**config.mk**
```make
export PLATFORM = sky130hd
export DESIGN_NAME = stepper_brake_status_monitor
export DESIGN_NICKNAME = d
export VERILOG_FILES = /design/src/stepper_brake_pkg.sv /design/src/stepper_brake_status_monitor.sv
export SDC_FILE = /design/constraint.sdc
export NUM_CORES = 1
export LEC_CHECK = 0
export BUFFER_PORTS_ARGS = -buffer_cell sky130_fd_sc_hd__buf_2
export CAP_MARGIN = 20
export CORE_MARGIN = 2
export CORE_UTILIZATION = 40
export DETAILED_ROUTE_END_ITERATION = 6
export GPL_TIMING_DRIVEN = 0
export SLEW_MARGIN = 0
export SYNTH_ARGS = -nofsm -noshare
export SYNTH_HDL_FRONTEND = slang
export SYNTH_SLANG_ARGS = --single-unit
```
**constraint.sdc**
```tcl
create_clock -name i_sys_clk -period 5.8 [get_ports i_sys_clk]
set_input_delay 1.16 -clock i_sys_clk [delete_from_list [all_inputs] [get_ports i_sys_clk]]
set_output_delay 1.16 -clock i_sys_clk [all_outputs]
set_load 0.02 [all_outputs]
```
**src/stepper_brake_pkg.sv**
```systemverilog
// constants, types and helpers of the brake and status monitor
// Contract
// - brake high enters brake, low leaves
// - constant-current brake holds phase polarity, full current
// - brake forces current ratio full scale
// - step edges advance angle during brake
// - low reference means constant-current mode
// - current control off: brake turns all on
// - home flag low exactly at initial angle
// - flags only pull low or release
// - fault flag low after shutdown event
// - fault cleared only by standby or power
// - warning low at detect, outputs keep running
// - warning self-clears below release threshold
// - all selects low: standby, off, latches cleared (code clears the fault latch only, not the warning)
// - shutdown turns outputs off until cleared
package stepper_brake_pkg;
	// ************************************************************
	// register map
	// ************************************************************
	localparam int ADDR_W = 5;
	localparam int DATA_W = 32;
	localparam logic [4:0] OFS_STATUS = 5'h00;
	localparam logic [4:0] OFS_IRQ_CLR = 5'h04;
	localparam logic [4:0] OFS_IRQ_EN = 5'h08;
	localparam logic [4:0] OFS_STATE = 5'h0C;
	localparam logic [4:0] OFS_HOME = 5'h10;
	// interrupt bits
	localparam int IRQ_W = 3;
	localparam int IRQ_FAULT = 0;
	localparam int IRQ_WARN = 1;
	localparam int IRQ_HOME = 2;
	localparam logic [2:0] IRQ_EN_RST = 3'h0;
	// state register fields
	localparam int ST_ANGLE = 0;
	localparam int ST_BRAKE = 8;
	localparam int ST_STANDBY = 9;
	localparam int ST_FAULT = 10;
	localparam int ST_WARN = 11;
	localparam int ST_HELD_A = 12;
	localparam int ST_HELD_B = 13;
	localparam int ST_CC_OFF = 14;
	localparam int ST_STARTUP = 15;
	// ************************************************************
	// angle and timing
	// ************************************************************
	localparam int ANGLE_W = 7;
	localparam logic [6:0] HOME_RST = 7'h00;
	localparam int CLK_NS = 10;
	localparam int STARTUP_NS = 10000;
	localparam int STARTUP_CYC = (STARTUP_NS + CLK_NS - 1) / CLK_NS;
	localparam int CNT_W = $clog2(STARTUP_CYC + 1);
	localparam logic [2:0] SEL_STANDBY = 3'h0;
	// ************************************************************
	// types
	// ************************************************************
	typedef struct packed {
		logic a_pos;
		logic a_neg;
		logic b_pos;
		logic b_neg;
	} drive_t;
	localparam drive_t DRIVE_OFF = 4'h0;
	localparam drive_t DRIVE_ALL = 4'hF;
	typedef enum logic [2:0] {
		MODE_LOW_POWER_SELECT = 3'b001,
		MODE_START = 3'b010,
		MODE_RUN = 3'b100
	} mode_t;
	// microsteps of the 1/32 grid moved per step edge
	function automatic logic [6:0] step_incr(input logic [2:0] sel);
		logic [6:0] r;
		r = 7'h00;
		unique case (sel)
			3'h1: r = 7'h20;
			3'h2: r = 7'h10;
			3'h3: r = 7'h08;
			3'h4: r = 7'h10;
			3'h5: r = 7'h04;
			3'h6: r = 7'h02;
			3'h7: r = 7'h01;
			default: r = 7'h00;
		endcase
		return r;
	endfunction : step_incr
	// phase a follows cosine, positive in first and last quadrant
	function automatic logic pol_a(input logic [6:0] ang);
		return ang[6] == ang[5];
	endfunction : pol_a
	// phase b follows sine, positive in the first half turn
	function automatic logic pol_b(input logic [6:0] ang);
		return ~ang[6];
	endfunction : pol_b
endpackage : stepper_brake_pkg

```
**src/stepper_brake_status_monitor.sv**
```systemverilog
// brake control, angle tracking and open-drain status flags
//
// Our own choices: the address map and the strobed register port.
module stepper_brake_status_monitor
	import stepper_brake_pkg::*;
(
	// clock and reset
	input wire logic i_sys_clk,
	input wire logic i_resetn,
	// control pins from the host
	input wire logic i_brake,
	input wire logic i_step_clk,
	input wire logic i_rotation_dir,
	input wire logic i_step_res_sel0,
	input wire logic i_step_res_sel1,
	input wire logic i_step_res_sel2,
	// analog comparator results
	input wire logic i_vref_tied_high,
	input wire logic i_thermal_shutdown_event,
	input wire logic i_overcurrent_shutdown_event,
	input wire logic i_temp_warn_detect,
	input wire logic i_temp_below_release,
	// register port
	input wire logic [ADDR_W-1:0] i_addr,
	input wire logic [DATA_W-1:0] i_wdata,
	input wire logic i_wr,
	input wire logic i_rd,
	output logic [DATA_W-1:0] o_rdata,
	output logic o_irq,
	// output stage
	output drive_t o_drive,
	output logic o_full_scale,
	output logic [ANGLE_W-1:0] o_angle,
	// open-drain flags
	output logic o_home_angle_flag_n_out,
	output logic o_home_angle_flag_n_oe,
	output logic o_fault_flag_n_out,
	output logic o_fault_flag_n_oe,
	output logic o_thermal_warn_n_out,
	output logic o_thermal_warn_n_oe
);
	// ************************************************************
	// pin synchronisers
	// ************************************************************
	localparam int SYN_W = 11;
	logic [SYN_W-1:0] syn1_r;
	logic [SYN_W-1:0] syn2_r;
	logic step_d_r;
	logic brake_s, step_s, dir_s, cc_off_s, tsd_s, isd_s, wdet_s, wrel_s;
	logic [2:0] sel_s;
	// first stage is read only by the second
	always_ff @(posedge i_sys_clk or negedge i_resetn) begin
		if (!i_resetn) begin
			syn1_r <= '0;
			syn2_r <= '0;
			step_d_r <= 1'b0;
		end else begin
			syn1_r <= {i_brake, i_step_clk, i_rotation_dir, i_step_res_sel2,
				i_step_res_sel1, i_step_res_sel0, i_vref_tied_high,
				i_thermal_shutdown_event, i_overcurrent_shutdown_event,
				i_temp_warn_detect, i_temp_below_release};
			syn2_r <= syn1_r;
			step_d_r <= syn2_r[9];
		end
	end
	assign {brake_s, step_s, dir_s, sel_s, cc_off_s, tsd_s, isd_s, wdet_s, wrel_s} = syn2_r;
	// ************************************************************
	// core state
	// ************************************************************
	mode_t mode_r, mode_nxt;
	logic [CNT_W-1:0] cnt_r, cnt_nxt;
	logic [ANGLE_W-1:0] angle_r, angle_nxt, angle_adv, home_r;
	logic brake_r, brake_nxt, held_a_r, held_a_nxt, held_b_r, held_b_nxt;
	logic fault_r, fault_nxt, warn_r, warn_nxt, home_hit_nxt;
	logic step_rise;
	drive_t drive_r, drive_nxt;
	assign step_rise = step_s & ~step_d_r;
	// wraps modulo one turn, the carry is dropped on purpose
	assign angle_adv = dir_s ? ANGLE_W'(angle_r + step_incr(sel_s))
		: ANGLE_W'(angle_r - step_incr(sel_s));
	// next-state of mode, angle, brake and flags
	always_comb begin
		mode_nxt = mode_r;
		cnt_nxt = cnt_r;
		angle_nxt = angle_r;
		brake_nxt = brake_s;
		held_a_nxt = held_a_r;
		held_b_nxt = held_b_r;
		// set wins: an event during standby still latches
		fault_nxt = (fault_r & (mode_r != MODE_LOW_POWER_SELECT)) | tsd_s | isd_s;
		// hysteresis: hold until below release and detect gone
		warn_nxt = wdet_s | (warn_r & ~wrel_s);
		unique case (mode_r)
			MODE_LOW_POWER_SELECT: begin
				angle_nxt = home_r;
				if (sel_s != SEL_STANDBY) begin
					mode_nxt = MODE_START;
					cnt_nxt = CNT_W'(STARTUP_CYC - 1);
				end
			end
			MODE_START: begin
				// inputs are not trusted while the bias settles
				if (cnt_r == '0) begin
					mode_nxt = MODE_RUN;
				end else begin
					cnt_nxt = cnt_r - CNT_W'(1);
				end
			end
			MODE_RUN: begin
				if (step_rise) begin
					angle_nxt = angle_adv;
				end
			end
			default: mode_nxt = MODE_LOW_POWER_SELECT;
		endcase
		if (sel_s == SEL_STANDBY) begin
			mode_nxt = MODE_LOW_POWER_SELECT;
		end
		// capture winding polarity on the brake edge
		if (brake_s && !brake_r) begin
			held_a_nxt = pol_a(angle_r);
			held_b_nxt = pol_b(angle_r);
		end
		home_hit_nxt = angle_r == home_r;
		// output stage off in standby, startup or fault
		if (mode_r != MODE_RUN || fault_r) begin
			drive_nxt = DRIVE_OFF;
		end else if (brake_r && cc_off_s) begin
			drive_nxt = DRIVE_ALL;
		end else if (brake_r) begin
			// reference at or below threshold: polarity hold
			drive_nxt = {held_a_r, ~held_a_r, held_b_r, ~held_b_r};
		end else begin
			drive_nxt = {pol_a(angle_r), ~pol_a(angle_r), pol_b(angle_r), ~pol_b(angle_r)};
		end
	end
	// core registers
	always_ff @(posedge i_sys_clk or negedge i_resetn) begin
		if (!i_resetn) begin
			mode_r <= MODE_LOW_POWER_SELECT;
			cnt_r <= '0;
			angle_r <= HOME_RST;
			brake_r <= 1'b0;
			held_a_r <= 1'b0;
			held_b_r <= 1'b0;
			fault_r <= 1'b0;
			warn_r <= 1'b0;
			drive_r <= DRIVE_OFF;
			o_home_angle_flag_n_oe <= 1'b0;
		end else begin
			mode_r <= mode_nxt;
			cnt_r <= cnt_nxt;
			angle_r <= angle_nxt;
			brake_r <= brake_nxt;
			held_a_r <= held_a_nxt;
			held_b_r <= held_b_nxt;
			fault_r <= fault_nxt;
			warn_r <= warn_nxt;
			drive_r <= drive_nxt;
			o_home_angle_flag_n_oe <= home_hit_nxt;
		end
	end
	// flag pins only ever pull low
	assign o_home_angle_flag_n_out = 1'b0;
	assign o_fault_flag_n_out = 1'b0;
	assign o_thermal_warn_n_out = 1'b0;
	assign o_fault_flag_n_oe = fault_r;
	assign o_thermal_warn_n_oe = warn_r;
	assign o_full_scale = brake_r;
	assign o_drive = drive_r;
	assign o_angle = angle_r;
	// ************************************************************
	// register port and interrupts
	// ************************************************************
	logic [IRQ_W-1:0] stat_r, stat_nxt, en_r, en_nxt, clr;
	logic [ANGLE_W-1:0] home_nxt;
	logic [DATA_W-1:0] rdata_nxt;
	logic irq_nxt, home_seen_r;
	logic [15:0] state_word;
	assign state_word = {mode_r == MODE_START, cc_off_s, held_b_r, held_a_r, warn_r,
		fault_r, mode_r == MODE_LOW_POWER_SELECT, brake_r, 1'b0, angle_r};
	// bus decode, sticky status with set over clear
	always_comb begin
		clr = '0;
		en_nxt = en_r;
		home_nxt = home_r;
		rdata_nxt = '0;
		if (i_wr) begin
			unique case (i_addr)
				OFS_IRQ_CLR: clr = i_wdata[IRQ_W-1:0];
				OFS_IRQ_EN: en_nxt = i_wdata[IRQ_W-1:0];
				OFS_HOME: home_nxt = i_wdata[ANGLE_W-1:0];
				default: ;
			endcase
		end
		if (i_rd) begin
			unique case (i_addr)
				OFS_STATUS: rdata_nxt = {{(DATA_W-IRQ_W){1'b0}}, stat_r};
				OFS_IRQ_EN: rdata_nxt = {{(DATA_W-IRQ_W){1'b0}}, en_r};
				OFS_STATE: rdata_nxt = {16'h0000, state_word};
				OFS_HOME: rdata_nxt = {{(DATA_W-ANGLE_W){1'b0}}, home_r};
				default: rdata_nxt = '0;
			endcase
		end
		stat_nxt = stat_r & ~clr;
		stat_nxt[IRQ_FAULT] = stat_nxt[IRQ_FAULT] | (fault_nxt & ~fault_r);
		stat_nxt[IRQ_WARN] = stat_nxt[IRQ_WARN] | (warn_nxt & ~warn_r);
		stat_nxt[IRQ_HOME] = stat_nxt[IRQ_HOME] | (home_hit_nxt & ~home_seen_r);
		irq_nxt = |(stat_nxt & en_nxt);
	end
	// bus registers
	always_ff @(posedge i_sys_clk or negedge i_resetn) begin
		if (!i_resetn) begin
			stat_r <= '0;
			en_r <= IRQ_EN_RST;
			home_r <= HOME_RST;
			o_rdata <= '0;
			o_irq <= 1'b0;
			home_seen_r <= 1'b0;
		end else begin
			stat_r <= stat_nxt;
			en_r <= en_nxt;
			home_r <= home_nxt;
			o_rdata <= rdata_nxt;
			o_irq <= irq_nxt;
			home_seen_r <= home_hit_nxt;
		end
	end
endmodule : stepper_brake_status_monitor

```
[Word level (Yosys, flattened, before mapping)]
Cells that the tools add are included.
Word-level totals
  output and inout port bits: 51
  register bits: 99
Operators by class
  eq/ne operators: 24
  reduce and logical (&&, ||, !) cells: 16
  mux-type cells: 20
  bitwise gates (word level): 24
  add/subtract/negate cells: 3
Operators with widths (count)
  one-hot mux 16 bit (4 select lines): 1
  one-hot mux 6 bit (6 select lines): 1
  2-to-1 mux 3 bit: 7
  2-to-1 mux 10 bit: 2
  one-hot mux 10 bit (2 select lines): 1
  2-to-1 mux 16 bit: 1
  equality test 3 bit, second input constant: 5
  2-to-1 mux 7 bit: 2
  one-hot mux 7 bit (2 select lines): 1
  2-to-1 mux 4 bit: 3
  equality test 5 x 4 -> 1 bit, second input constant: 2
  zero test 10 bit: 1
  subtractor 10 x 1 -> 10 bit, second input constant: 1
  equality test 3 x 2 -> 1 bit, second input constant: 3
  inequality test 3 x 1 -> 1 bit, second input constant: 3
  NOT 1 bit: 9
  one-hot mux 3 bit (3 select lines): 1
  adder 7 bit: 1
  equality test 7 bit: 1
  subtractor 7 bit: 1
  bitwise AND 1 bit: 6
  bitwise AND 3 bit: 2
  equality test 3 x 1 -> 1 bit, second input constant: 2
  inequality test 2 bit, second input constant: 3
  18 further kinds: 27

[Longest topological paths before layout]
Gate-level depths: netlist (run 1).
  depth in word-level cells: 8
  depth in mapped cells: 9

[Worst setup path after synthesis (run 1)]
No wires, ideal clock.
  path type: input -> register
  start: input i_addr[4]
  end: register o_irq
  arrival time: 2.564 ns
  path slack: 3.110 ns
  data required time: 5.674 ns
  stages: 5
  path through: nor4_1 > and3_1 > mux2_2 > nor2b_1 > a221o_1
Between the ends
  elaborated cells on any way between the ends: 13
RTL lines
  start, declared: RTL line stepper_brake_status_monitor.sv:24  | input wire logic [ADDR_W-1:0] i_addr,
  equality test 5 x 4 -> 1 bit: RTL line stepper_brake_status_monitor.sv:189  | unique case (i_addr)
  2-to-1 mux 3 bit: RTL line stepper_brake_status_monitor.sv:189
  2-to-1 mux 3 bit: RTL line stepper_brake_status_monitor.sv:188  | if (i_wr) begin
  via en_nxt[2]: RTL line stepper_brake_status_monitor.sv:175  | logic [IRQ_W-1:0] stat_r, stat_nxt, en_r, en_nxt, clr;
  bitwise AND 3 bit: RTL line stepper_brake_status_monitor.sv:209  | irq_nxt = |(stat_nxt & en_nxt);
  OR reduction 3 bit: RTL line stepper_brake_status_monitor.sv:209
  via irq_nxt: RTL line stepper_brake_status_monitor.sv:178  | logic irq_nxt, home_seen_r;
  end signal, assigned: RTL line stepper_brake_status_monitor.sv:225  | o_irq <= irq_nxt;
  end, declared: RTL line stepper_brake_status_monitor.sv:29  | output logic o_irq,
The timed path passes the listed nets, and every way through them passes these cells.
A chain may end at the register's enable or synchronous reset.

[Worst setup path after layout (run 1)]
Same ends and word-level chain as after synthesis.

==> results of run 1 <==
-- through the flow --
step           hold slack (ns)  worst slack, ns  instance area (sq um)  util [%]
5_1_grt                  0.358             2.95                   4470      48.6
3_5_place_dp             0.336             2.63                   4300      46.7
6_report                 0.352             2.98                   4470      48.6
2_1_floorplan            0.331             3.11                   3850         -
4_1_cts                  0.355             3.01                   4470      48.6
3_3_place_gp             0.332             2.64                   4270      46.4
-- cells in the final DEF, fill, tap and decap left out, drive strengths merged, types with 2 or more instances in the layout --
master / synthesis / final
xor2: 9 / 9
xnor2: 8 / 8
nand3: 4 / 4
clkinvlp: 0 / 2
a21o: 2 / 2
or3: 3 / 3
nor2b: 3 / 3
conb: 1 / 20
buf: 31 / 88
nand2: 24 / 24
or2: 2 / 2
o21ai: 12 / 12
inv: 7 / 10
and3: 6 / 6
a311oi: 2 / 2
nand2b: 6 / 6
o211ai: 2 / 2
a211oi: 8 / 8
o31ai: 2 / 2
nor2: 29 / 29
clkbuf: 5 / 14
nor3: 3 / 3
a21oi: 14 / 14
and2: 3 / 3
or3b: 2 / 2
a31oi: 5 / 5
o21a: 2 / 2
a22oi: 7 / 7
o21bai: 3 / 3
clkinv: 0 / 2
mux2: 14 / 14
dfrtp: 81 / 81
nor4: 8 / 8
nor3b: 2 / 2
ha: 7 / 7
-- cells by family (layout without fill, tap and decap cells) --
group                      after synthesis  count (layout)  share of synthesized area [%]
adders and majority gates                8               8                           2.85
and+or+nand+nor                        104             104                           14.7
xor gates and xnor gates                17              17                           3.94
muxes                                   15              15                           4.44
other                                    1              20                         0.0993
buffers and inverters                   43             116                           7.42
DFF                                     82              82                           54.4
AOI/OAI and AO/OA                       66              66                           12.2
-- final timing paths --
kind	from	to	cells past startpoint
worst max-delay path	i_addr[4]	o_irq	6
worst min-delay path	syn1_r[0]	syn2_r[0]	0
worst max register to register	syn2_r[5]	o_angle[6]	8
worst min register to register	syn1_r[0]	syn2_r[0]	0
max in group asynchronous	i_resetn	syn1_r[0]	2
min in group asynchronous	i_resetn	cnt_r[5]	1
-- state kept, by name, summed over array words and instances (netlist names), 3 cells and up --
signal / cells
o_rdata: 15
syn1_r: 11
syn2_r: 11
cnt_r: 10
home_r: 7
o_angle: 7
o_drive: 4
en_r: 3
mode_r: 3
stat_r: 3
-- cell type report --
class | count | area share, %
Sequential cell | 82 | 45.9
Multi-Input combinational cell | 230 | 33.8
Timing Repair Buffer | 57 | 6.94
Buffer | 36 | 5.68
Tap cell | 111 | 3.11
Clock buffer | 9 | 2.77
Clock inverter | 7 | 1.15
Inverter | 7 | 0.588
-- power groups by stage --
| stage | logic, mW | registers, mW | clock network [mW] |
|---|---|---|---|
| after detailed placement | 0.549 | 0.745 | 0 |
| final | 0.550 | 0.734 | 0.374 |
| after CTS | 0.555 | 0.734 | 0.392 |
| after global routing | 0.620 | 0.748 | 0.415 |
| after floorplan | 0.415 | 0.730 | 0 |
| after global placement | 0.539 | 0.744 | 0 |
-- layer usage --
metal / share of wire [%] / wire (um) / vias up
li1: - / - / 1313
met1: 48 / 3590 / 1256
met2: 46 / 3430 / 68
met3: 5.1 / 381 / 8
met4: 0.95 / 71 / 0
met5: 0 / 0 / -
==> impl_metrics.py, run 1 <==
metrics = {
    "die": {
        "core-area_sq_mm": 0.00920,
        "start_util_pct": 41.0,
        "io_pins": 103,
        "fp.dieW_um": 101,
        "rows": 35,
        "die_area_sq_mm": 0.0102,
        "die_height_um": 101,
    },
    "global_route": {
        "use_met3_pct": 3.73,
        "grtUsageTotal_pct": 15.5,
        "grt_busiest_layer": "met2",
        "grt_pass1_vias": 2636,
        "grt_max_degree": 58,
        "antenna_found_initial": 0,
        "grt_overflow_total": 0,
        "grt_util_met2_pct": 24.5,
        "grt_pass1_wl_um": 12500,
        "grtUsageMet1_pct": 21.4,
    },
    "power": {
        "seq_power_share_pct": 44.3,
        "clockPowerShare_pct": 22.5,
        "swShare_pct": 36.3,
        "power_frac_comb_pct": 33.2,
        "p_int_mw": 1.06,
        "leakage_nw": 2.14,
        "ir_drop_mv": 0.176,
        "power_mw": 1.66,
        "power.density_mw_per_mm2": 371,
        "p_switching_uw": 602,
    },
    "sta": {
        "fmax_mhz": 355,
        "period_minus_slack_ns": 2.82,
        "tightest_slew_ns": 0.710,
        "skew_ns": 0.00831,
        "rsz0062_at_grt": "false",
        "finalCritPeriodShare_pct": 48.6,
        "finalMaxSlewViolations": 0,
        "setup_viol": 0,
        "max-slew-margin-rel_pct": 52.2,
        "tns_ns": 0,
        "final_hold_viol_count": 0,
    },
    "logic_synthesis": {
        "ys_seq_area_share_pct": 54.4,
        "synth_top_area_share_pct": 53.7,
        "synth_area_leaders": "dfrtp_1 (54%), buf_4 (5.4%), mux2_2 (4.2%), nor2_1 (2.9%), nand2_1 (2.4%)",
        "ys_ff_latch": 82,
        "netlist_area_sq_mm": 0.00377,
        "synth_edf_count": 0,
        "synthesis.instances": 336,
        "yosys_warnings": 0,
        "synth_largest_area_cell": "dfrtp_1",
        "synth_cell_types": 58,
        "ys_top_cells_by_count": "dfrtp_1 (81), nor2_1 (29), buf_4 (27)",
        "synth_area_per_cell_sq_um": 11.2,
        "async_reset_ff_share_pct": 100,
        "yosysMostFrequentCell": "dfrtp_1",
        "synth_flop_cell": "dfrtp_1",
    },
    "cells_and_area": {
        "fill_cells": 852,
        "multiInputGateArea_sq_mm": 0.00151,
        "areaGrowthSynthToFinish_pct": 18.4,
        "layout-drive-gt1-share_pct": 30.1,
        "ff_latch_area_sq_mm": 0.00205,
        "nNetsFinal": 483,
        "fin_cells": 539,
        "insertedDiodeCount": 0,
    },
    "clocking": {
        "postCtsSetupBuffers": 0,
        "postCtsHoldBufs": 0,
        "cts-root-buf": "clkbuf_8",
        "cts_resized": 0,
        "cts_tree": "yes",
        "clock-sinks": 82,
        "path_clk_slew_ns": 0.08,
        "cts_buffers": 9,
        "htreeDepth": 3,
        "clk_latency_ns": 0.35,
        "cts_buffer_depth": 2,
    },
    "worst_setup_path": {
        "cp_top_family": "simple AND/OR/NAND/NOR gates",
        "critical_path.cell_chain": "buf_2 > nor4_1 > and3_1 > mux2_2 > nor2b_1 > a221o_1",
        "critPathLaunchType": "input port",
        "required_ns": 6.03,
        "critPathSlowestCell": "nor4_1",
        "critical_path.endpoint_type": "register",
        "path_buf_inv": 1,
        "rrSetupSlack_ns": 3.53,
        "crit_path_max_incr_delay_ns": 0.64,
        "path_class": "in -> reg",
        "worstPathArrival_ns": 3.05,
        "cp_max_fo": 4,
    },
    "placed_design": {
        "place.gp.congestion": 0.815,
        "post-place-cells": 523,
        "io_buffers": 56,
        "dp_hpwl_um": 5510,
    },
    "routing": {
        "vias_per_cell": 4.91,
        "firstDrtPassIters": 4,
        "wl_per_cell_um": 13.9,
        "vias": 2645,
        "ant_nets": 0,
        "drt-initial-drc-count": 100,
        "totalWireLength_um": 7480,
        "drc_errors": 0,
    },
    "flow_run": {
        "cap_viol_max_count": 0,
    },
    "run_status": {
        "status": "finished clean",
    },
    "hold_path": {
        "min_path_type": "reg -> reg",
    },
}
(Power assumes the default switching activity.)
==> inputs of run 2 (changes only) <==
--- a/config.mk
+++ b/config.mk
@@ -11,6 +11,7 @@
 export CORE_UTILIZATION = 40
 export DETAILED_ROUTE_END_ITERATION = 6
 export GPL_TIMING_DRIVEN = 0
+export PLACE_DENSITY = 0.66
 export SLEW_MARGIN = 0
 export SYNTH_ARGS = -nofsm -noshare
 export SYNTH_HDL_FRONTEND = slang
==> constraint.sdc (replaced) <==
create_clock -name i_sys_clk -period 2.4 [get_ports i_sys_clk]
set_input_delay 0.48 -clock i_sys_clk [delete_from_list [all_inputs] [get_ports i_sys_clk]]
set_output_delay 0.48 -clock i_sys_clk [all_outputs]
set_load 0.02 [all_outputs]
==> run 2 against run 1 <==
  * First-iteration DRC count rose by 31%
  * Largest cell class unchanged
  * Cell area rose by 1.6%
  * Total power rose to 2.6 times the previous value
  * Die area did not move
  * Non-clock buffer count did not move
  * Global-route usage rose by 0.083 points
  * Critical endpoint is now o_angle[6]
==> impl_metrics.py, run 2 (synthesis gave the netlist of run 1 again) <==
metrics = {
    "cells_and_area": {
        "ff_latch_area_sq_mm": 0.00205,
        "fin_cells": 539,
        "final_cell_mix": "dfrtp_1 (81), buf_2 (56), nor2_1 (29), buf_4 (28), nand2_1 (24)",
        "top_register": "o_rdata",
        "largest_register_ffs": 15,
        "insertedDiodeCount": 0,
        "fill_cells": 829,
        "utilization_pct": 49.4,
        "multiInputGateArea_sq_mm": 0.00152,
        "top_regs": "o_rdata (15), syn1_r (11), syn2_r (11)",
        "final_common_cell": "dfrtp_1",
        "nNetsFinal": 483,
        "areaGrowthSynthToFinish_pct": 20.4,
        "layout-drive-gt1-share_pct": 30.6,
    },
    "clocking": {
        "cts_buffer_depth": 2,
        "htreeDepth": 3,
        "postCtsSetupBuffers": 0,
        "cts_buffers": 9,
        "postCtsHoldBufs": 0,
        "clock-sinks": 82,
        "cts-root-buf": "clkbuf_8",
        "path_clk_slew_ns": 0.08,
        "clk_latency_ns": 0.35,
        "cts_resized": 0,
        "cts_tree": "yes",
    },
    "die": {
        "die_height_um": 101,
        "rows": 35,
        "io_pins": 103,
        "die_area_sq_mm": 0.0102,
        "fp.dieW_um": 101,
        "start_util_pct": 41.0,
        "core-area_sq_mm": 0.00920,
    },
    "routing": {
        "drc_errors": 0,
        "wl_per_cell_um": 13.9,
        "vias": 2628,
        "vias_per_cell": 4.88,
        "firstDrtPassIters": 4,
        "drt-initial-drc-count": 131,
        "ant_nets": 0,
        "totalWireLength_um": 7520,
    },
    "sta": {
        "finalCritPeriodShare_pct": 92.4,
        "tightest_slew_ns": 0.755,
        "max-slew-margin-rel_pct": 49.2,
        "final_hold_viol_count": 0,
        "fmax_mhz": 451,
        "rsz0062_at_grt": "false",
        "skew_ns": 0.0104,
        "period_minus_slack_ns": 2.22,
        "finalMaxSlewViolations": 0,
        "setup_viol": 0,
    },
    "placed_design": {
        "place.gp.congestion": 0.928,
        "post-place-cells": 523,
        "io_buffers": 56,
        "dp_hpwl_um": 5580,
    },
    "global_route": {
        "grtUsageTotal_pct": 15.6,
        "antenna_found_initial": 0,
        "grt_pass1_vias": 2558,
        "grt_max_degree": 54,
        "grt_pass1_wl_um": 12500,
        "grt_overflow_total": 0,
    },
    "power": {
        "power.density_mw_per_mm2": 935,
        "leakage_nw": 2.18,
        "ir_drop_mv": 0.544,
    },
    "flow_run": {
        "cap_viol_max_count": 0,
    },
    "worst_setup_path": {
        "critPathLaunchType": "register",
        "path_class": "reg -> reg",
        "required_ns": 2.63,
        "crit_path_max_incr_delay_ns": 0.45,
        "critical_path.endpoint_type": "register",
        "critical_path.cell_chain": "and3_1 > ha_1 > fa_1 > a211oi_2 > o21bai_1 > a21oi_1 > xnor2_1 > o21ai_0",
        "cp_max_fo": 7,
        "reg2reg_depth": 8,
        "worstPathArrival_ns": 2.44,
        "critPathSlowestCell": "dfrtp_1",
    },
    "hold_path": {
        "min_path_type": "in -> async",
    },
    "run_status": {
        "status": "finished clean",
    },
}
## run 2: cell count changes in the layout (fill, tap and decap cells not counted)
cell / delta
inv_6: -3
a211oi_2: +1
clkinv_4: +3
clkinvlp_4: -2
bufinv_16: +2
a211oi_1: -1
nor3_1: -1
nor3_2: +1
clkinv_2: -2
clkbuf_8: +2
## run 2: layout make-up
| cell class | instances | share of cell area (%) |
|---|---|---|
| plain buffers | 36 | 5.59 |
| clock buffers | 11 | 3.33 |
| clock inverters | 5 | 1.90 |
| inverters | 7 | 0.578 |
| multi-input cells | 230 | 33.5 |
| flip-flops and latches | 82 | 45.2 |
| well taps | 111 | 3.06 |
| repair buffers | 57 | 6.83 |
## run 2: per-stage QoR
step | instance area, sq um | total power, mW | setup TNS [ns] | setup slack (ns) | hold slack [ns]
final | 4540 | 4.25 | 0 | 0.183 | 0.0587
after global routing | 4540 | 4.55 | 0 | 0.00821 | 0.0761
after CTS | 4530 | 4.28 | 0 | 0.143 | 0.0689
after detailed placement | 4300 | 3.13 | -0.0933 | -0.0933 | 0.335
after global placement | 4270 | 3.09 | -0.0927 | -0.0927 | 0.332
after floorplan | 3850 | 2.77 | 0 | 0.350 | 0.184
## run 2: where the power goes
group	internal, mW	total, mW	switching, mW	leakage (nW)
combinational	0.595	1.34	0.741	1.06
sequential	1.58	1.78	0.199	0.995
clock	0.648	1.13	0.485	0.120
total	2.82	4.25	1.42	2.18
## run 2: path summary, 6_finish.rpt
path | from | endpoint | slack, ns
worst min register to register | syn1_r[2] | syn2_r[2] | 0.35
worst max register to register | syn2_r[5] | o_angle[6] | 0.18
worst max-delay path | syn2_r[5] | o_angle[6] | 0.18
min in group i_sys_clk | i_temp_warn_detect | syn1_r[1] | 0.23
max in group asynchronous | i_resetn | o_irq | 1.77
worst min-delay path | i_resetn | cnt_r[5] | 0.06
## run 2: routing by layer
layer / up-vias / wire [um] / GRT usage (%)
met3: 10 / 370 / 4.07
met5: - / 0 / 0
met4: 0 / 143 / 5.09
met2: 62 / 3430 / 23.6
li1: 1317 / - / -
met1: 1239 / 3570 / 21.9
## run 2: critical path: cells and delay by family (launching register included)
family / cells / cell delay (ns)
flip-flops: 1 / 0.45
AO/OA/AOI/OAI: 4 / 0.63
XOR/XNOR: 1 / 0.13
AND/OR/NAND/NOR: 1 / 0.22
adder cells (fa/ha/maj): 2 / 0.67
==> inputs of run 3 (changes only) <==
--- a/config.mk
+++ b/config.mk
@@ -11,7 +11,7 @@
 export CORE_UTILIZATION = 40
 export DETAILED_ROUTE_END_ITERATION = 6
 export GPL_TIMING_DRIVEN = 0
-export PLACE_DENSITY = 0.66
+export PLACE_DENSITY = 0.67
 export SLEW_MARGIN = 0
 export SYNTH_ARGS = -nofsm -noshare
 export SYNTH_HDL_FRONTEND = slang
==> constraint.sdc (replaced) <==
create_clock -name i_sys_clk -period 2 [get_ports i_sys_clk]
set_input_delay 0.4 -clock i_sys_clk [delete_from_list [all_inputs] [get_ports i_sys_clk]]
set_output_delay 0.4 -clock i_sys_clk [all_outputs]
set_load 0.02 [all_outputs]
==> run 3 against run 2 <==
  * The flow now finishes with violations (setup timing)
  * Clock skew rose by 0.0029 ns
  * Setup slack got worse by 0.25 ns
  * Utilization rose by 1.8 points
  * Clock power rose by 19%
  * Non-clock buffer count rose by 14
  * Flip-flop and latch count did not move
==> impl_metrics.py, run 3 (synthesis gave the netlist of run 1 again) <==
metrics = {
    "run_status": {
        "status": "finished with violations",
        "failed_checks": "setup timing",
    },
    "routing": {
        "totalWireLength_um": 7690,
        "drt-initial-drc-count": 82,
        "ant_nets": 0,
        "drc_errors": 0,
        "firstDrtPassIters": 4,
        "vias": 2709,
        "vias_per_cell": 4.90,
        "wl_per_cell_um": 13.9,
    },
    "cells_and_area": {
        "areaGrowthSynthToFinish_pct": 24.7,
        "final_area_sq_mm": 0.00471,
        "top_register": "o_rdata",
        "final_cell_mix": "dfrtp_1 (77), buf_2 (56), buf_4 (42), nor2_1 (28), nand2_1 (24)",
        "largest_register_ffs": 15,
        "layout-drive-gt1-share_pct": 36.7,
        "insertedDiodeCount": 0,
        "nNetsFinal": 497,
        "utilization_pct": 51.2,
        "final_common_cell": "dfrtp_1",
        "top_regs": "o_rdata (15), syn1_r (11), syn2_r (11)",
    },
    "placed_design": {
        "placed_cell_area_sq_mm": 0.00430,
        "io_buffers": 56,
        "place.gp.congestion": 0.834,
        "dp_hpwl_um": 5570,
    },
    "die": {
        "rows": 35,
        "die_area_sq_mm": 0.0102,
        "die_height_um": 101,
        "start_util_pct": 41.0,
        "fp.dieW_um": 101,
        "core-area_sq_mm": 0.00920,
        "io_pins": 103,
    },
    "sta": {
        "hold_slack_ns": 0.0164,
        "fmax_mhz": 484,
        "final_hold_viol_count": 0,
        "finalMaxSlewViolations": 0,
        "max-slew-margin-rel_pct": 59.2,
        "finalCritPeriodShare_pct": 103,
        "skew_ns": 0.0133,
        "layout_setup_ws_ns": -0.0674,
        "tightest_slew_ns": 0.604,
        "rsz0062_at_grt": "true",
        "setup_viol": 2,
        "period_minus_slack_ns": 2.07,
    },
    "worst_setup_path": {
        "required_ns": 2.29,
        "path_buf_inv": 0,
        "worstPathArrival_ns": 2.36,
        "critical_path.cell_chain": "nor2_2 > o31ai_1 > ha_1 > o21ai_1 > o21bai_1 > a21oi_1 > or4b_1 > nand3_1",
        "critical_path.endpoint_type": "register",
        "critPathSlowestCell": "or4b_1",
        "critPathLaunchType": "register",
        "path_class": "reg -> reg",
        "cp_max_fo": 7,
        "cp_top_family": "simple AND/OR/NAND/NOR gates",
        "crit_path_max_incr_delay_ns": 0.47,
    },
    "clocking": {
        "cts_buffer_depth": 2,
        "cts_tree": "yes",
        "cts-root-buf": "clkbuf_8",
        "htreeDepth": 3,
        "clk_latency_ns": 0.36,
        "cts_buffers": 9,
        "path_clk_slew_ns": 0.08,
        "clock-sinks": 82,
    },
    "power": {
        "clockPowerShare_pct": 25.6,
        "ir_drop_mv": 0.604,
        "p_switching_mw": 1.75,
        "seq_power_share_pct": 40.8,
        "power_frac_comb_pct": 33.6,
        "p_int_mw": 3.48,
        "power.density_mw_per_mm2": 1110,
        "swShare_pct": 33.4,
        "leakage_nw": 2.24,
    },
    "global_route": {
        "grt_pass1_wl_um": 12300,
        "grt_pass1_vias": 2597,
        "grt_overflow_total": 0,
        "grtUsageTotal_pct": 15.3,
        "antenna_found_initial": 0,
        "grt_max_degree": 43,
    },
    "flow_run": {
        "cap_viol_max_count": 0,
    },
    "hold_path": {
        "min_path_type": "in -> async",
    },
}
-- run 3: cell types whose count changed in the layout (fill, tap and decap cells not counted), moves of 3 or more --
cell	previous run	this run
a211oi_1	6	2
dfrtp_1	81	77
ha_1	7	4
a211oi_2	2	6
o21ai_0	12	9
buf_4	28	42
dfrtp_2	0	4
-- run 3: path summary, 6_finish.rpt --
kind / slack [ns] / cells past startpoint / to / start
min: 0.02 / 1 / o_rdata[10] / i_resetn
min in group i_sys_clk: 0.15 / 1 / syn1_r[0] / i_temp_below_release
max reg2reg: -0.07 / 8 / o_angle[5] / syn2_r[6]
max: -0.07 / 8 / o_angle[5] / syn2_r[6]
max in group asynchronous: 1.40 / 2 / home_r[3] / i_resetn
min reg2reg: 0.35 / 0 / syn2_r[9] / syn1_r[9]
-- run 3: layout make-up --
class | instances | area (sq um)
Fill cell | 822 | 4490
Clock inverter | 4 | 73.8
Timing Repair Buffer | 71 | 408
Multi-Input combinational cell | 230 | 1590
Clock buffer | 12 | 155
Inverter | 7 | 26.3
Sequential cell | 82 | 2060
Tap cell | 111 | 139
Buffer | 36 | 254
-- run 3: metrics by stage --
step	setup TNS, ns	setup slack, ns	cells	power [mW]
global placement	-5.24	-0.380	522	3.71
global route	-0.344	-0.182	553	5.57
detailed placement	-1.98	-0.407	523	3.77
CTS	-0.0888	-0.0680	546	5.19
floorplan	0	0.0547	355	3.33
finish	-0.112	-0.0674	553	5.23
-- run 3: what timing repair did --
item | CTS | global route
gates resized for setup | 9 | 14
hold buffers | 0 | 0
pin swaps | 9 | 9
setup endpoints to repair | 10 | 7
buffers inserted | 7 | 7
-- run 3: routing by layer --
metal  GRT usage [%]  wire length (um)
met5               0                 0
met4            6.13               141
met1            20.5              3530
met2            24.0              3620
met3            3.93               393
-- run 3: power by group through the flow --
stage,Combinational [mW],Sequential [mW],Clock [mW]
final,1.76,2.13,1.34
after global routing,1.95,2.17,1.44
after global placement,1.56,2.15,0
after CTS,1.68,2.14,1.37
after detailed placement,1.61,2.16,0
after floorplan,1.21,2.12,0
-- run 3: worst register-to-register path, stage by stage (launching register included) --
cell,delay (ns)
dfrtp_2,0.46
nor2_2,0.15
o31ai_1,0.08
ha_1,0.34
o21ai_1,0.11
o21bai_1,0.19
a21oi_1,0.13
or4b_1,0.47
nand3_1,0.08
